### src/logic/pmx_pkg.sv
// Purpose: shared constants, register map and signal groups of the pin mux
// Assumes: 32-bit APB, one aligned word per register, narrow data in low bits
// Notes: ports B and C are handled as one 14-bit vector, B in the low bits

package pmx_pkg;

    // port widths
    localparam int PA_W = 8;
    localparam int PB_W = 6;
    localparam int PC_W = 8;
    localparam int PBC_W = 14;
    localparam int SYNC_W = 22;

    // register byte offsets
    localparam logic [7:0] OFS_PA_DATA = 8'h00;
    localparam logic [7:0] OFS_PB_DATA = 8'h04;
    localparam logic [7:0] OFS_PB_DIR = 8'h08;
    localparam logic [7:0] OFS_PB_FSEL = 8'h0C;
    localparam logic [7:0] OFS_PC_DATA = 8'h10;
    localparam logic [7:0] OFS_PC_DIR = 8'h14;
    localparam logic [7:0] OFS_PC_FSEL = 8'h18;

    // reset values: direction 1 means input, function select 0 means port
    localparam logic [5:0] RST_PB_DATA = 6'h00;
    localparam logic [5:0] RST_PB_DIR = 6'h3F;
    localparam logic [5:0] RST_PB_FSEL = 6'h00;
    localparam logic [7:0] RST_PC_DATA = 8'h00;
    localparam logic [7:0] RST_PC_DIR = 8'hFF;
    localparam logic [7:0] RST_PC_FSEL = 8'h00;

    // port A bit positions of the always-on functions
    localparam int PA_BIT_NMI = 0;
    localparam int PA_BIT_STOP_A = 1;
    localparam int PA_BIT_STOP_B = 2;
    localparam int PA_IRQ_LSB = 1;
    localparam int PA_BIT_TRIG_A = 6;
    localparam int PA_BIT_TRIG_B = 7;

    // port B bit positions in control operation
    localparam int PB_BIT_OUT_A = 0;
    localparam int PB_BIT_OUT_B = 1;
    localparam int PB_BIT_CNT_A = 2;
    localparam int PB_BIT_DIR_A = 3;
    localparam int PB_BIT_CNT_B = 4;
    localparam int PB_BIT_DIR_B = 5;

    // port C bit positions in control operation
    localparam int PC_GT_OUT_LSB = 0;
    localparam int PC_BIT_EC_OUT = 4;
    localparam int PC_BIT_GT_CLK = 5;
    localparam int PC_BIT_EC_CLK = 6;
    localparam int PC_BIT_CAP_X = 7;

    // bits whose peripheral function drives the pin, {port C, port B}
    localparam logic [13:0] PBC_CTRL_DRIVES = 14'h07C3;

    // always-on functions of port A
    typedef struct packed {
        logic nmiIn;
        logic inverterTimerAStopIn;
        logic inverterTimerBStopIn;
        logic [6:0] externalIrqIn;
        logic converterATriggerIn;
        logic converterBTriggerIn;
    } pmx_pa_func_s;

    // inputs toward the up/down counter channels
    typedef struct packed {
        logic updownACountIn;
        logic updownBCountIn;
        logic updownADirectionIn;
        logic updownBDirectionIn;
        logic updownAClearIn;
        logic updownBClearIn;
        logic updownACaptureIrq0;
        logic updownACaptureIrq1;
        logic updownBCaptureIrq0;
        logic updownBCaptureIrq1;
    } pmx_upd_in_s;

    // outputs of the up/down counter channels
    typedef struct packed {
        logic updownAPulseOut;
        logic updownBPulseOut;
    } pmx_upd_out_s;

    // inputs toward the general timer and the event counter
    typedef struct packed {
        logic generalTimerClockIn;
        logic generalTimerClearIn;
        logic [1:0] generalTimerCaptureIrq;
        logic eventCounterClockIn;
        logic eventCounterClearIn;
        logic eventCounterCaptureIrq0;
        logic eventCounterCaptureIrq1;
    } pmx_gt_in_s;

    // outputs of the general timer and the event counter
    typedef struct packed {
        logic [3:0] generalTimerPulseOut;
        logic eventCounterPulseOut;
    } pmx_gt_out_s;

endpackage

### src/logic/pmx_sync.sv
// Purpose: two-flop synchroniser for pin levels
// Assumes: inputs are asynchronous to sys_clk
// Notes: first stage feeds the second stage only

`timescale 1ns/1ps
`default_nettype none

module pmx_sync #(
    parameter int WIDTH = 1
) (
    input wire logic sys_clk,
    input wire logic sys_rst,
    input wire logic [WIDTH-1:0] asyncIn,
    output logic [WIDTH-1:0] syncOut
);

    logic [WIDTH-1:0] meta_q;
    logic [WIDTH-1:0] stable_q;

    // two stages, reset to a quiet low level
    always_ff @(posedge sys_clk) begin
        if (sys_rst) begin
            meta_q <= '0;
            stable_q <= '0;
        end else begin
            meta_q <= asyncIn;
            stable_q <= meta_q;
        end
    end

    assign syncOut = stable_q;

endmodule

`default_nettype wire

### src/logic/pmx_port_mux.sv
// Purpose: pin multiplexing and port logic of ports A, B and C
// Assumes: APB slave with zero wait states, single clock sys_clk
// Notes: every pin level passes two flops before any logic sees it

`timescale 1ns/1ps
`default_nettype none

module pmx_port_mux (
    input wire logic sys_clk,
    input wire logic sys_rst,
    // apb slave
    input wire logic psel,
    input wire logic penable,
    input wire logic pwrite,
    input wire logic [7:0] paddr,
    input wire logic [31:0] pwdata,
    input wire logic [3:0] pstrb,
    output logic [31:0] prdata,
    output logic pready,
    output logic pslverr,
    // board pins
    input wire logic [7:0] portAPins,
    input wire logic [5:0] portBPinsIn,
    output logic [5:0] portBPinsOut,
    output logic [5:0] portBPinsOeN,
    input wire logic [7:0] portCPinsIn,
    output logic [7:0] portCPinsOut,
    output logic [7:0] portCPinsOeN,
    // peripheral side
    output pmx_pkg::pmx_pa_func_s portAFunc,
    output pmx_pkg::pmx_upd_in_s updownIn,
    input wire pmx_pkg::pmx_upd_out_s updownOut,
    output pmx_pkg::pmx_gt_in_s timerIn,
    input wire pmx_pkg::pmx_gt_out_s timerOut
);

    // register map, one aligned word each, unused bits read zero
    //   0x00  port A pin levels, read only, writes dropped quietly
    //   0x04  port B output latch, read returns pins or latch
    //   0x08  port B direction, 1 input, 0 output
    //   0x0C  port B function select, 1 peripheral operation
    //   0x10  port C output latch, same read rule as port B
    //   0x14  port C direction, 1 input, 0 output
    //   0x18  port C function select, 1 peripheral operation
    //   other addresses answer with an error and zero data
    // narrow fields sit in the low bits; upper lanes ignored
    // a write with lane 0 strobe low changes nothing
    // reset: direction all input, select all port, latch zero

    // synchronised pin levels
    logic [21:0] pinSync;
    logic [7:0] paSync;
    logic [13:0] pbcSync;

    // port B and C state, port C in the upper eight bits
    logic [13:0] pbcLatch_q;
    logic [13:0] pbcDir_q;
    logic [13:0] pbcFsel_q;
    logic [13:0] pbcPinOut_d;
    logic [13:0] pbcPinOut_q;
    logic [13:0] pbcOeN_d;
    logic [13:0] pbcOeN_q;
    logic [13:0] pbcPeriphOut;
    logic [13:0] pbcReadBack;
    logic [13:0] pbcFuncIn;

    // bus side
    logic setupPhase;
    logic wrEn;
    logic [31:0] rdData;
    logic rdMapped;
    logic [31:0] prdata_q;
    logic pslverr_q;

    // every pin passes two flops; port A cannot drive at all
    pmx_sync #(
        .WIDTH(pmx_pkg::SYNC_W)
    ) u_pin_sync (
        .sys_clk(sys_clk),
        .sys_rst(sys_rst),
        .asyncIn({portCPinsIn, portBPinsIn, portAPins}),
        .syncOut(pinSync)
    );

    assign paSync = pinSync[7:0];
    assign pbcSync = pinSync[21:8];

    // port A bit use, live at all times:
    //   bit 0      non-maskable interrupt request
    //   bit 1      stop input of inverter timer A
    //   bit 2      stop input of inverter timer B
    //   bits 1..7  external interrupt requests 0 to 6
    //   bit 6      trigger of converter A
    //   bit 7      trigger of converter B
    // pins are shared, so one level may reach several inputs;
    // software masks what it does not want in the peripheral
    // the synchroniser delays every function by two edges

    // port A functions are wired with no gating at all
    always_comb begin
        portAFunc.nmiIn = paSync[pmx_pkg::PA_BIT_NMI];
        portAFunc.inverterTimerAStopIn = paSync[pmx_pkg::PA_BIT_STOP_A];
        portAFunc.inverterTimerBStopIn = paSync[pmx_pkg::PA_BIT_STOP_B];
        portAFunc.externalIrqIn = paSync[pmx_pkg::PA_IRQ_LSB +: 7];
        portAFunc.converterATriggerIn = paSync[pmx_pkg::PA_BIT_TRIG_A];
        portAFunc.converterBTriggerIn = paSync[pmx_pkg::PA_BIT_TRIG_B];
    end

    // peripheral outputs placed on their bit positions, zero elsewhere
    always_comb begin
        pbcPeriphOut = '0;
        pbcPeriphOut[pmx_pkg::PB_BIT_OUT_A] = updownOut.updownAPulseOut;
        pbcPeriphOut[pmx_pkg::PB_BIT_OUT_B] = updownOut.updownBPulseOut;
        pbcPeriphOut[pmx_pkg::PB_W + pmx_pkg::PC_GT_OUT_LSB +: 4] =
            timerOut.generalTimerPulseOut;
        pbcPeriphOut[pmx_pkg::PB_W + pmx_pkg::PC_BIT_EC_OUT] =
            timerOut.eventCounterPulseOut;
    end

    // each bit of ports B and C makes three choices:
    //   what level the pin driver gets, latch or peripheral
    //   whether the driver is on, direction bit or function
    //   what a peripheral input and a data read see
    // function select wins over direction in every case, so
    // a stale direction bit cannot fight a peripheral output;
    // an input function always floats its pin, whatever the
    // direction register holds
    // the drive bits per position are fixed in the package,
    // not programmable, since each peripheral pin has one sense

    // per-bit pin logic for ports B and C
    genvar gi;
    generate
        for (gi = 0; gi < pmx_pkg::PBC_W; gi++) begin : g_bit
            // control operation hands the pin to the peripheral
            assign pbcPinOut_d[gi] = pbcFsel_q[gi] ? pbcPeriphOut[gi] : pbcLatch_q[gi];
            // function decides the drive; direction bit ignored then
            assign pbcOeN_d[gi] = pbcFsel_q[gi] ? ~pmx_pkg::PBC_CTRL_DRIVES[gi]
                                                : pbcDir_q[gi];
            // peripherals only see a pin that is in control operation
            assign pbcFuncIn[gi] = pbcFsel_q[gi] & ~pmx_pkg::PBC_CTRL_DRIVES[gi] & pbcSync[gi];
            // output bits in port operation read back their latch
            assign pbcReadBack[gi] = (!pbcFsel_q[gi] && !pbcDir_q[gi]) ? pbcLatch_q[gi]
                                                                      : pbcSync[gi];
        end
    endgenerate

    // pin data registered so it never glitches on the board
    always_ff @(posedge sys_clk) begin
        if (sys_rst) begin
            pbcPinOut_q <= '0;
        end else begin
            pbcPinOut_q <= pbcPinOut_d;
        end
    end

    // output enables registered apart; reset lets every pin float
    always_ff @(posedge sys_clk) begin
        if (sys_rst) begin
            pbcOeN_q <= '1;
        end else begin
            pbcOeN_q <= pbcOeN_d;
        end
    end

    assign portBPinsOut = pbcPinOut_q[5:0];
    assign portBPinsOeN = pbcOeN_q[5:0];
    assign portCPinsOut = pbcPinOut_q[13:6];
    assign portCPinsOeN = pbcOeN_q[13:6];

    // port B bit use in peripheral operation:
    //   bit 0  pulse output of up/down counter A
    //   bit 1  pulse output of up/down counter B
    //   bit 2  count input A, also capture trigger A0
    //   bit 3  direction and clear input A, capture trigger A1
    //   bit 4  count input B, also capture trigger B0
    //   bit 5  direction and clear input B, capture trigger B1
    // inputs read zero while their bit is in port operation,
    // so a counter never counts on a pin used as plain i/o

    // up/down counter inputs; count and direction pins double as capture triggers
    always_comb begin
        updownIn.updownACountIn = pbcFuncIn[pmx_pkg::PB_BIT_CNT_A];
        updownIn.updownBCountIn = pbcFuncIn[pmx_pkg::PB_BIT_CNT_B];
        updownIn.updownADirectionIn = pbcFuncIn[pmx_pkg::PB_BIT_DIR_A];
        updownIn.updownBDirectionIn = pbcFuncIn[pmx_pkg::PB_BIT_DIR_B];
        updownIn.updownAClearIn = pbcFuncIn[pmx_pkg::PB_BIT_DIR_A];
        updownIn.updownBClearIn = pbcFuncIn[pmx_pkg::PB_BIT_DIR_B];
        updownIn.updownACaptureIrq0 = pbcFuncIn[pmx_pkg::PB_BIT_CNT_A];
        updownIn.updownACaptureIrq1 = pbcFuncIn[pmx_pkg::PB_BIT_DIR_A];
        updownIn.updownBCaptureIrq0 = pbcFuncIn[pmx_pkg::PB_BIT_CNT_B];
        updownIn.updownBCaptureIrq1 = pbcFuncIn[pmx_pkg::PB_BIT_DIR_B];
    end

    // port C bit use in peripheral operation:
    //   bits 0..3  general timer pulse outputs
    //   bit 4      event counter pulse output
    //   bit 5      general timer clock, clear and capture 0
    //   bit 6      event counter clock, clear and capture 0
    //   bit 7      capture 1 of both timers
    // the general timer gets only two capture requests here;
    // its other requests come from pins outside this block

    // general timer and event counter inputs from port C
    always_comb begin
        timerIn.generalTimerClockIn = pbcFuncIn[pmx_pkg::PB_W + pmx_pkg::PC_BIT_GT_CLK];
        timerIn.generalTimerClearIn = pbcFuncIn[pmx_pkg::PB_W + pmx_pkg::PC_BIT_GT_CLK];
        timerIn.generalTimerCaptureIrq = {pbcFuncIn[pmx_pkg::PB_W + pmx_pkg::PC_BIT_CAP_X],
                                          pbcFuncIn[pmx_pkg::PB_W + pmx_pkg::PC_BIT_GT_CLK]};
        timerIn.eventCounterClockIn = pbcFuncIn[pmx_pkg::PB_W + pmx_pkg::PC_BIT_EC_CLK];
        timerIn.eventCounterClearIn = pbcFuncIn[pmx_pkg::PB_W + pmx_pkg::PC_BIT_EC_CLK];
        timerIn.eventCounterCaptureIrq0 = pbcFuncIn[pmx_pkg::PB_W + pmx_pkg::PC_BIT_EC_CLK];
        timerIn.eventCounterCaptureIrq1 = pbcFuncIn[pmx_pkg::PB_W + pmx_pkg::PC_BIT_CAP_X];
    end

    // bus timing seen by software:
    //   setup cycle captures read data and the error flag
    //   access cycle completes at once, no wait states
    //   a write lands at the edge that ends the access cycle
    //   pin drivers follow one edge after that
    // back-to-back transfers need no idle cycle between them
    // the error flag stands only while psel and penable are high
    // read data stays on prdata until the next setup cycle

    // bus phases; only byte lane 0 holds register bits
    assign setupPhase = psel & ~penable;
    assign wrEn = psel & penable & pwrite & pstrb[0];

    // output latches of ports B and C
    always_ff @(posedge sys_clk) begin
        if (sys_rst) begin
            pbcLatch_q <= {pmx_pkg::RST_PC_DATA, pmx_pkg::RST_PB_DATA};
        end else if (wrEn) begin
            if (paddr == pmx_pkg::OFS_PB_DATA) begin
                pbcLatch_q[5:0] <= pwdata[5:0];
            end else if (paddr == pmx_pkg::OFS_PC_DATA) begin
                pbcLatch_q[13:6] <= pwdata[7:0];
            end
        end
    end

    // per-bit direction, 1 is input
    always_ff @(posedge sys_clk) begin
        if (sys_rst) begin
            pbcDir_q <= {pmx_pkg::RST_PC_DIR, pmx_pkg::RST_PB_DIR};
        end else if (wrEn) begin
            if (paddr == pmx_pkg::OFS_PB_DIR) begin
                pbcDir_q[5:0] <= pwdata[5:0];
            end else if (paddr == pmx_pkg::OFS_PC_DIR) begin
                pbcDir_q[13:6] <= pwdata[7:0];
            end
        end
    end

    // per-bit function select, 1 is peripheral operation
    always_ff @(posedge sys_clk) begin
        if (sys_rst) begin
            pbcFsel_q <= {pmx_pkg::RST_PC_FSEL, pmx_pkg::RST_PB_FSEL};
        end else if (wrEn) begin
            if (paddr == pmx_pkg::OFS_PB_FSEL) begin
                pbcFsel_q[5:0] <= pwdata[5:0];
            end else if (paddr == pmx_pkg::OFS_PC_FSEL) begin
                pbcFsel_q[13:6] <= pwdata[7:0];
            end
        end
    end

    // read-back of the data registers, per bit:
    //   port operation, output: the latch, not the pin,
    //   so a loaded pin cannot corrupt read-modify-write
    //   anything else: the synchronised pin level
    // control outputs therefore read back what the peripheral
    // drove a few edges earlier
    // unused upper bits always read zero

    // read decode; port A data has no write side at all
    always_comb begin
        rdData = '0;
        rdMapped = 1'b1;
        if (paddr == pmx_pkg::OFS_PA_DATA) begin
            rdData[7:0] = paSync;
        end else if (paddr == pmx_pkg::OFS_PB_DATA) begin
            rdData[5:0] = pbcReadBack[5:0];
        end else if (paddr == pmx_pkg::OFS_PB_DIR) begin
            rdData[5:0] = pbcDir_q[5:0];
        end else if (paddr == pmx_pkg::OFS_PB_FSEL) begin
            rdData[5:0] = pbcFsel_q[5:0];
        end else if (paddr == pmx_pkg::OFS_PC_DATA) begin
            rdData[7:0] = pbcReadBack[13:6];
        end else if (paddr == pmx_pkg::OFS_PC_DIR) begin
            rdData[7:0] = pbcDir_q[13:6];
        end else if (paddr == pmx_pkg::OFS_PC_FSEL) begin
            rdData[7:0] = pbcFsel_q[13:6];
        end else begin
            rdMapped = 1'b0;
        end
    end

    // read data captured in the setup cycle so prdata comes from a flop
    always_ff @(posedge sys_clk) begin
        if (sys_rst) begin
            prdata_q <= '0;
        end else if (setupPhase) begin
            prdata_q <= pwrite ? '0 : rdData;
        end
    end

    // error flag taken at the same edge, gated onto the bus below
    always_ff @(posedge sys_clk) begin
        if (sys_rst) begin
            pslverr_q <= 1'b0;
        end else if (setupPhase) begin
            pslverr_q <= ~rdMapped;
        end
    end

    // limitations: pins are sampled at the system clock only,
    // so pulses shorter than one period may be missed;
    // an unmapped write is refused with an error and no effect;
    // port A keeps no reset value, it has no storage;
    // peripheral outputs reach their pins one edge late,
    // a trade of latency for glitch-free drivers

    // zero wait states: every access phase completes at once
    assign pready = psel & penable;
    assign prdata = prdata_q;
    assign pslverr = pslverr_q & psel & penable;

endmodule

`default_nettype wire

### config.mk
export PLATFORM = sky130hd
export DESIGN_NAME = pmx_port_mux
export DESIGN_NICKNAME = d
export VERILOG_FILES = /design/src/logic/pmx_pkg.sv /design/src/logic/pmx_sync.sv /design/src/logic/pmx_port_mux.sv
export SDC_FILE = /design/constraint.sdc
export NUM_CORES = 1
export LEC_CHECK = 0
export ABC_AREA = 1
export BUFFER_PORTS_ARGS = -buffer_cell sky130_fd_sc_hd__buf_2
export CORE_ASPECT_RATIO = 1.4
export CORE_UTILIZATION = 50
export DETAILED_ROUTE_END_ITERATION = 8
export PLACE_DENSITY = 0.79
export SLEW_MARGIN = 20
export SYNTH_ARGS = -nofsm -noshare
export SYNTH_HDL_FRONTEND = slang
export SYNTH_SLANG_ARGS = --single-unit
export TNS_END_PERCENT = 5
### constraint.sdc
create_clock -name sys_clk -period 1.5 [get_ports sys_clk]
set_clock_uncertainty 0.15 [all_clocks]
set_input_delay 0 -clock sys_clk [delete_from_list [all_inputs] [get_ports sys_clk]]
set_output_delay 0 -clock sys_clk [all_outputs]
set_load 0.005 [all_outputs]
==> metrics.md, run 1 <==
| Metric | Value |
|---|---|
| Classification of the worst setup path | input pin to flop |
| Most frequent cells after synthesis | 123 x sky130_fd_sc_hd__dfxtp_1, 96 x sky130_fd_sc_hd__inv_1, 93 x sky130_fd_sc_hd__nor2_1 |
| Global routing usage summed across all routing layers | 0.272 |
| FF-to-FF path depth | 4 |
| Worst-case vdd ir drop | ~0.8 mV |
| Clock Tree Buf Depth | 2 |
| Initial antenna violation count | 0 |
| CTS Root Cell | sky130_fd_sc_hd__clkbuf_16 |
| Internal reg-to-reg setup slack | 0.06 ns |
| Run status | complete, but fails checks |
| Post-synthesis cell count | between 600 and 700 |
| Most frequently used cell type in the post-synthesis netlist | sky130_fd_sc_hd__dfxtp_1 |
| Worst slew slack as a fraction of its limit | 0.570 |
| Post-synthesis instance area | ~5200 sq um |
| Fraction of post-synthesis cell area in the top cell type by area | 0.478 |
| Total vias in the final route | ~5000 |
| Setup TNS | 0 ns |
| Number of levels the H-tree was split into | 4 |
| Number of global-route vias before repair | around 4700 |
| FP Rows | between 40 and 50 |
| Sort of element at the end of the critical path | flop |
| Flip-flop cell with the highest count after synthesis | sky130_fd_sc_hd__dfxtp_1 |
| RSZ-0062 raised after global routing | true |
| Violated checks | hold timing |
| Global-route wire length before repair | 21700 um |
| Residual DRC | 0 |
| Critical R2R Capture | pbcPinOut_q[6] |
| Core outline area | between 9000 and 10000 sq um |
| Delay of the slowest critical-path stage | 0.58 ns |
| Worst setup startpoint | paddr[1] |
| Antenna diode count | 0 |
| Initial core utilization | 0.518 |
| Hold WC Path Type | input pin to flop |
| Worst hold margin | -0.0334 ns |
| Fraction of synthesized cell area in xor and xnor cells | 0 |
| Worst slew pin tran | between 0.6 and 0.7 ns |
| Cell type with the highest aggregate area in the netlist | sky130_fd_sc_hd__dfxtp_1 |
| Post-layout nets | roughly 950 |
| PD cells | around 1100 nW/um^2 |
| Standard cell with the maximum stage delay on the critical path | sky130_fd_sc_hd__dlygate4sd3_1 |
| Fraction of registers with async set or reset after synthesis | 0 |
| Routed len/inst | between 10 and 15 um |
| Largest net degree at the start of global routing | 32 |
| Input/output buffers | about 120 |
| Number of top-level pins | 170 |
| Simple-gate area share of the yosys netlist | 0.232 |
| Kind of start point of the critical path | input pin |
| Startpoint of the lowest-slack register-to-register path | pbcFsel_q[6] |
| Largest fanout of any net on the critical path | 7 |
| Setup violation total in the final timing report | 0 |
| TritonCTS clock tree | yes |
| Adder and majority cell fraction of the synthesized area | 0 |
| Residual overflow from global routing | 0 |
| Library cells used by synthesis | 31 |
| Die area | ~11000 sq um |
| Max-slew violations | 0 |
| Inserted Clock Buffers | 17 |
| Number of synthesized register bits | 123 |
| Vertical die dimension | approximately 120 um |
| Compound-Gate Fraction of Synth Area | 0.121 |
| Detailed-routing iteration count for the pre-antenna-repair pass | 5 |
| Worst setup path endpoint | pbcDir_q[0] |
| Final weighted congestion in routability-driven placement | slightly below 0.9 |
| Clock sink count | roughly 120 |
| Sequential cell area | roughly 2500 sq um |
| Largest family of logic cells by synthesized area | simple AND/OR/NAND/NOR gates |
| Mux contribution to synthesized area | 0 |
| Avg Cell Area, Syn | 7.65 sq um |
| Clk pin slew, worst setup/hold paths | ~0.05 ns |
| EDFF count, synth | 0 |
| Most area-consuming cells after synthesis | sky130_fd_sc_hd__dfxtp_1 48%, sky130_fd_sc_hd__buf_4 7.1%, sky130_fd_sc_hd__inv_1 7.0% |
| Area overhead of the layout relative to synthesis | 38.8% |
| PnR Total Power | slightly below 8000 uW |
| Area taken by multi-input logic gates | 1920 sq um |
| Post-layout min period | approximately 1.5 ns |
| Standby leakage power | between 0.003 and 0.004 uW |
| Antenna-violating nets left | 0 |
| Max frequency | 0.687 GHz |
| Ordered cell list for the critical path | buf_2 -> inv_1 -> nand2_2 -> nor2_2 -> buf_4 -> nand2_2 -> nor2_4 -> buf_12 -> o211ai_1 -> dlygate4sd3_1 |
| Final worst path period share | 0.970 |
| Total of max-cap violations | 0 |
| Crit path top cell by count | sky130_fd_sc_hd__nand2_2 |
| Sequential-to-total area share from yosys stat | 0.478 |
| Total wire length after detailed routing | between 10000 and 15000 um |
| Horiz. Die Dim | slightly below 90 um |
| Synthesis warning total | 0 |
| Fraction of final layout cells with drive strength greater than 1 | 0.252 |
| Latest clock arrival within the worst-skew pair | 0.42 ns |
| Number of hold violations in the final report | 6 |
| Arrival time at the worst endpoint | ~1.6 ns |
| Starting DRC count in detailed routing | around 350 |
| Ratio of routed vias to standard cells | between 4 and 5 |
| Filler cells | 750 |
| Data required time at the worst endpoint | 1.64 ns |
| Detailed Place HPWL | approximately 9200 um |
how the worst min path moves through the flow:
stage                         from  slack (ns)  depth (start not counted)                    end
detailed placement    portAPins[4]        0.06                          3   u_pin_sync.meta_q[4]
global placement    portBPinsIn[4]        0.05                          3  u_pin_sync.meta_q[12]
CTS                        sys_rst       -0.05                          5          pbcLatch_q[1]
floorplan                     psel       -0.05                          2                pslverr
finish                     sys_rst       -0.03                          5           pbcFsel_q[9]
global route               sys_rst       0.002                          5           pbcFsel_q[9]
power by group:
| group | total, uW | internal, uW | switching, uW |
|---|---|---|---|
| clock | 3930 | 2550 | 1380 |
| sequential | 3350 | 3330 | 24.7 |
| combinational | 530 | 261 | 269 |
routing by layer:
layer  wire length, um  global-route usage  vias up
li1                  -                   -     2424
met1              5440               0.292     2274
met2              7430               0.481      215
met3               774              0.0603       45
met4               608               0.158        0
met5                 0                   0        -
sequential cells by signal, summed over array words and instances, names as in the netlist:
name	flops
pbcOeN_q	14
u_pin_sync.meta_q	22
pslverr_q	1
prdata	8
pbcDir_q	14
pbcPinOut_q	14
pbcFsel_q	14
u_pin_sync.syncOut	22
pbcLatch_q	14
stage by stage:
stage / instances / setup WS, ns / cell area, sq um / utilization
after global placement: 904 / 0.0561 / 5740 / 0.576
after detailed placement: 904 / 0.00421 / 5740 / 0.576
after floorplan: 696 / 0.316 / 5240 / -
after CTS: 1014 / 0.00338 / 7110 / 0.714
after global routing: 1016 / -0.0608 / 7150 / 0.718
final: 1016 / 0.0451 / 7150 / 0.718
cell usage in the layout, fill, tap and decap left out, types with 4 or more instances in the layout:
master                          Yosys  layout
sky130_fd_sc_hd__nand3_1           38      38
sky130_fd_sc_hd__inv_1             96      95
sky130_fd_sc_hd__clkbuf_16          0      17
sky130_fd_sc_hd__buf_4             49      20
sky130_fd_sc_hd__a21oi_1           45      45
sky130_fd_sc_hd__nor2_4             5       5
sky130_fd_sc_hd__dfxtp_2            0       6
sky130_fd_sc_hd__clkinv_2           1       6
sky130_fd_sc_hd__nor2_1            93      91
sky130_fd_sc_hd__o21ai_0           55      53
sky130_fd_sc_hd__buf_2              2     118
sky130_fd_sc_hd__a21oi_2            4       4
sky130_fd_sc_hd__inv_2              7       7
sky130_fd_sc_hd__nand2_2            8       8
sky130_fd_sc_hd__o21ai_2            4       4
sky130_fd_sc_hd__nor3_1            13      13
sky130_fd_sc_hd__buf_12             0       4
sky130_fd_sc_hd__nor2_2             4       6
sky130_fd_sc_hd__dfxtp_1          123     117
sky130_fd_sc_hd__conb_1             1      24
sky130_fd_sc_hd__o21ai_1            4       6
sky130_fd_sc_hd__dlygate4sd3_1      0      80
sky130_fd_sc_hd__nand2_1           89      89
logic make-up (layout without fill, tap and decap cells):
family | Yosys count | count (layout)
AOI/OAI and AO/OA | 116 | 116
and+or+nand+nor | 260 | 260
buffers and inverters | 173 | 358
other | 1 | 24
DFF | 123 | 123
critical path, delay by kind of cell:
kind	cells	cell delay (ns)
simple gates	4	0.50
buf+inv	5	1.01
compound gates	1	0.08
area by class of cell:
type	instances	area share
sequential	123	0.345
multi-input combinational	400	0.268
timing repair buffer	222	0.227
clock buffer	23	0.0669
inverter	105	0.0560
tap	135	0.0236
clock inverter	8	0.0130
what timing repair did:
item,CTS,global route
hold buffers,79,2
buffers inserted,0,0
endpoints found under the hold margin,122,9
setup endpoints to repair,0,13
resized for setup,0,13
(Power assumes the default switching activity.)
==> run 2, diff against run 1 <==
--- a/config.mk
+++ b/config.mk
@@ -8,5 +8,6 @@
 export ABC_AREA = 1
-export BUFFER_PORTS_ARGS = -buffer_cell sky130_fd_sc_hd__buf_2
+export BUFFER_PORTS_ARGS = -buffer_cell sky130_fd_sc_hd__clkbuf_2
 export CORE_ASPECT_RATIO = 1.4
 export CORE_UTILIZATION = 50
+export CTS_BUF_LIST = sky130_fd_sc_hd__clkbuf_2 sky130_fd_sc_hd__clkbuf_4 sky130_fd_sc_hd__clkbuf_8
 export DETAILED_ROUTE_END_ITERATION = 8
==> constraint.sdc (replaced) <==
create_clock -name sys_clk -period 1.5 [get_ports sys_clk]
set_clock_uncertainty 0.15 [all_clocks]
set_input_delay 0.15 -clock sys_clk [delete_from_list [all_inputs] [get_ports sys_clk]]
set_output_delay 0.15 -clock sys_clk [all_outputs]
set_load 0.005 [all_outputs]
==> run 2 against run 1 <==
  * The flow now finishes without violations
  * Clock power down 27%
  * Sequential cell count unchanged
  * Power down 15%
  * First-iteration DRC count down 39%
  * Maximum frequency up 2.4%
  * Global-route usage down 2.2 points
  * Sequential share of layout area up 2.5 points
  * Die area unchanged
==> metrics.md, run 2 (synthesized netlist as in run 1, its figures left out) <==
| Metric | Value |
|---|---|
| Final weighted congestion in routability-driven placement | around 0.87 |
| Share of total power in combinational logic | 0.068 |
| Total vias in the final route | 4728 |
| Fraction of power consumed by the clock network | 0.430 |
| Number of global-route vias before repair | approximately 4500 |
| TritonCTS clock tree | yes |
| Global routing usage summed across all routing layers | 0.250 |
| Residual DRC | 0 |
| RSZ-0062 raised after global routing | false |
| Most common cell after layout, fill and taps aside | sky130_fd_sc_hd__dfxtp_1 |
| Number of hold violations in the final report | 0 |
| Die area | 10700 sq um |
| FP Rows | between 40 and 50 |
| Category of cells accounting for the largest share of critical-path delay | flip-flops |
| Latest clock arrival within the worst-skew pair | 0.44 ns |
| Inserted Clock Buffers | 17 |
| Bufs and invs on worst path | 3 |
| Standard cell with the maximum stage delay on the critical path | sky130_fd_sc_hd__dfxtp_2 |
| Largest net degree at the start of global routing | 57 |
| WP depth | 4 |
| Input/output buffers | between 100 and 150 |
| Worst hold margin | 0.0127 ns |
| Cell area reported after detailed placement | ~5900 sq um |
| Final worst path period share | 0.947 |
| Post-layout min period | 1.42 ns |
| Setup violation total in the final timing report | 0 |
| Fraction of the core area covered by cells at the end of the flow | 0.669 |
| Cell area after layout | between 6000 and 7000 sq um |
| Hold depth | 5 |
| Worst-case vdd ir drop | 0.727 mV |
| Detailed-routing iteration count for the pre-antenna-repair pass | 7 |
| Routed len/inst | approximately 13 um |
| Ordered cell list for the critical path | buf_4 -> nand2_1 -> inv_1 -> clkbuf_2 |
| Clock Tree Buf Depth | 2 |
| Horiz. Die Dim | 87.8 um |
| Detailed Place HPWL | between 9000 and 10000 um |
| Sort of element at the end of the critical path | output pin |
| Classification of the worst setup path | flop to output pin |
| Switching power share of the total | 0.225 |
| Filler cells | 840 |
| Area overhead of the layout relative to synthesis | 29.2% |
| Int Pwr | between 5000 and 6000 uW |
| Largest fanout of any net on the critical path | 4 |
| Core outline area | 9950 sq um |
| Number of levels the H-tree was split into | 4 |
| Residual overflow from global routing | 0 |
| Clk pin slew, worst setup/hold paths | around 0.070 ns |
| Run status | completed |
| Kind of start point of the critical path | flop |
| Antenna-violating nets left | 0 |
| Post-layout nets | 919 |
| Clock sink count | around 120 |
| Max frequency | about 0.70 GHz |
| Starting DRC count in detailed routing | around 220 |
| Part of the power in registers | 0.502 |
| Fraction of final layout cells with drive strength greater than 1 | 0.275 |
| Total wire length after detailed routing | 12800 um |
| Delay of the slowest critical-path stage | between 0.3 and 0.4 ns |
| Net switching power of the design | around 1500 uW |
| Initial antenna violation count | 0 |
| Number of top-level pins | 170 |
| Vertical die dimension | 122 um |
| FF-to-FF path depth | 7 |
| Leading cell types in the layout, fill and taps excluded | 120 x sky130_fd_sc_hd__dfxtp_1, 118 x sky130_fd_sc_hd__clkbuf_2, 96 x sky130_fd_sc_hd__inv_1 |
| Hold WC Path Type | input pin to flop |
| Antenna diode count | 0 |
| Global-route wire length before repair | slightly above 20000 um |
| Max-slew violations | 0 |
| Setup Fix Bufs, Post-CTS | 0 |
| Initial core utilization | 0.518 |
| Standby leakage power | about 0.0033 uW |
| Ratio of routed vias to standard cells | between 4 and 5 |
| PD cells | between 1000 and 1500 nW/um^2 |
| Arrival time at the worst endpoint | 1.12 ns |
| Data required time at the worst endpoint | 1.20 ns |
| CTS Root Cell | sky130_fd_sc_hd__clkbuf_8 |
| Total of max-cap violations | 0 |
-- run 2: repair_timing --
item,in CTS,in global routing
endpoints found under the hold margin,68,0
setup endpoints to repair,0,13
gates resized for setup,0,7
hold buffers,39,0
-- run 2: area by class of cell --
type	count	area, sq um	area share
well taps	135	169	0.0254
multi-input cells	400	1910	0.287
clock inverters	8	92.6	0.0139
flip-flops and latches	123	2470	0.370
inverters	105	398	0.0598
clock buffers	22	297	0.0445
repair buffers	194	1320	0.198
-- run 2: power by group through the flow --
stage	logic, uW	registers, uW	clock network, uW
detailed placement	365	3420	0
global placement	354	3420	0
finish	452	3350	2870
CTS	446	3350	2890
global route	499	3350	3050
floorplan	249	3410	0
-- run 2: path summary, 6_finish.rpt --
kind,end,start,slack [ns]
setup reg to reg,prdata[4],pbcFsel_q[4],0.09
setup / recovery,timerIn[0],pbcFsel_q[13],0.08
hold / removal,pslverr_q,psel,0.01
hold reg to reg,u_pin_sync.syncOut[20],u_pin_sync.meta_q[20],0.25
-- run 2: worst register-to-register path, delay by kind of cell (launching register included) --
kind | cells | cell delay (ns)
compound gates | 3 | 0.40
flops | 1 | 0.42
simple gates | 4 | 0.32
-- run 2: metal layers --
metal | vias up | share of wire | track usage
li1 | 2363 | - | -
met5 | - | 0 | 0
met3 | 40 | 0.046 | 0.0610
met2 | 184 | 0.52 | 0.429
met4 | 0 | 0.038 | 0.135
met1 | 2141 | 0.40 | 0.280
-- run 2: through the flow --
| step | cells | power [uW] | setup WS [ns] | TNS [ns] |
|---|---|---|---|---|
| final | 987 | 6670 | 0.0789 | 0 |
| after global routing | 987 | 6900 | 0.00646 | 0 |
| after CTS | 987 | 6690 | 0.0478 | 0 |
| after detailed placement | 918 | 3790 | -0.153 | -2.12 |
| after global placement | 918 | 3770 | -0.0705 | -1.04 |
| after floorplan | 696 | 3660 | 0.178 | 0 |
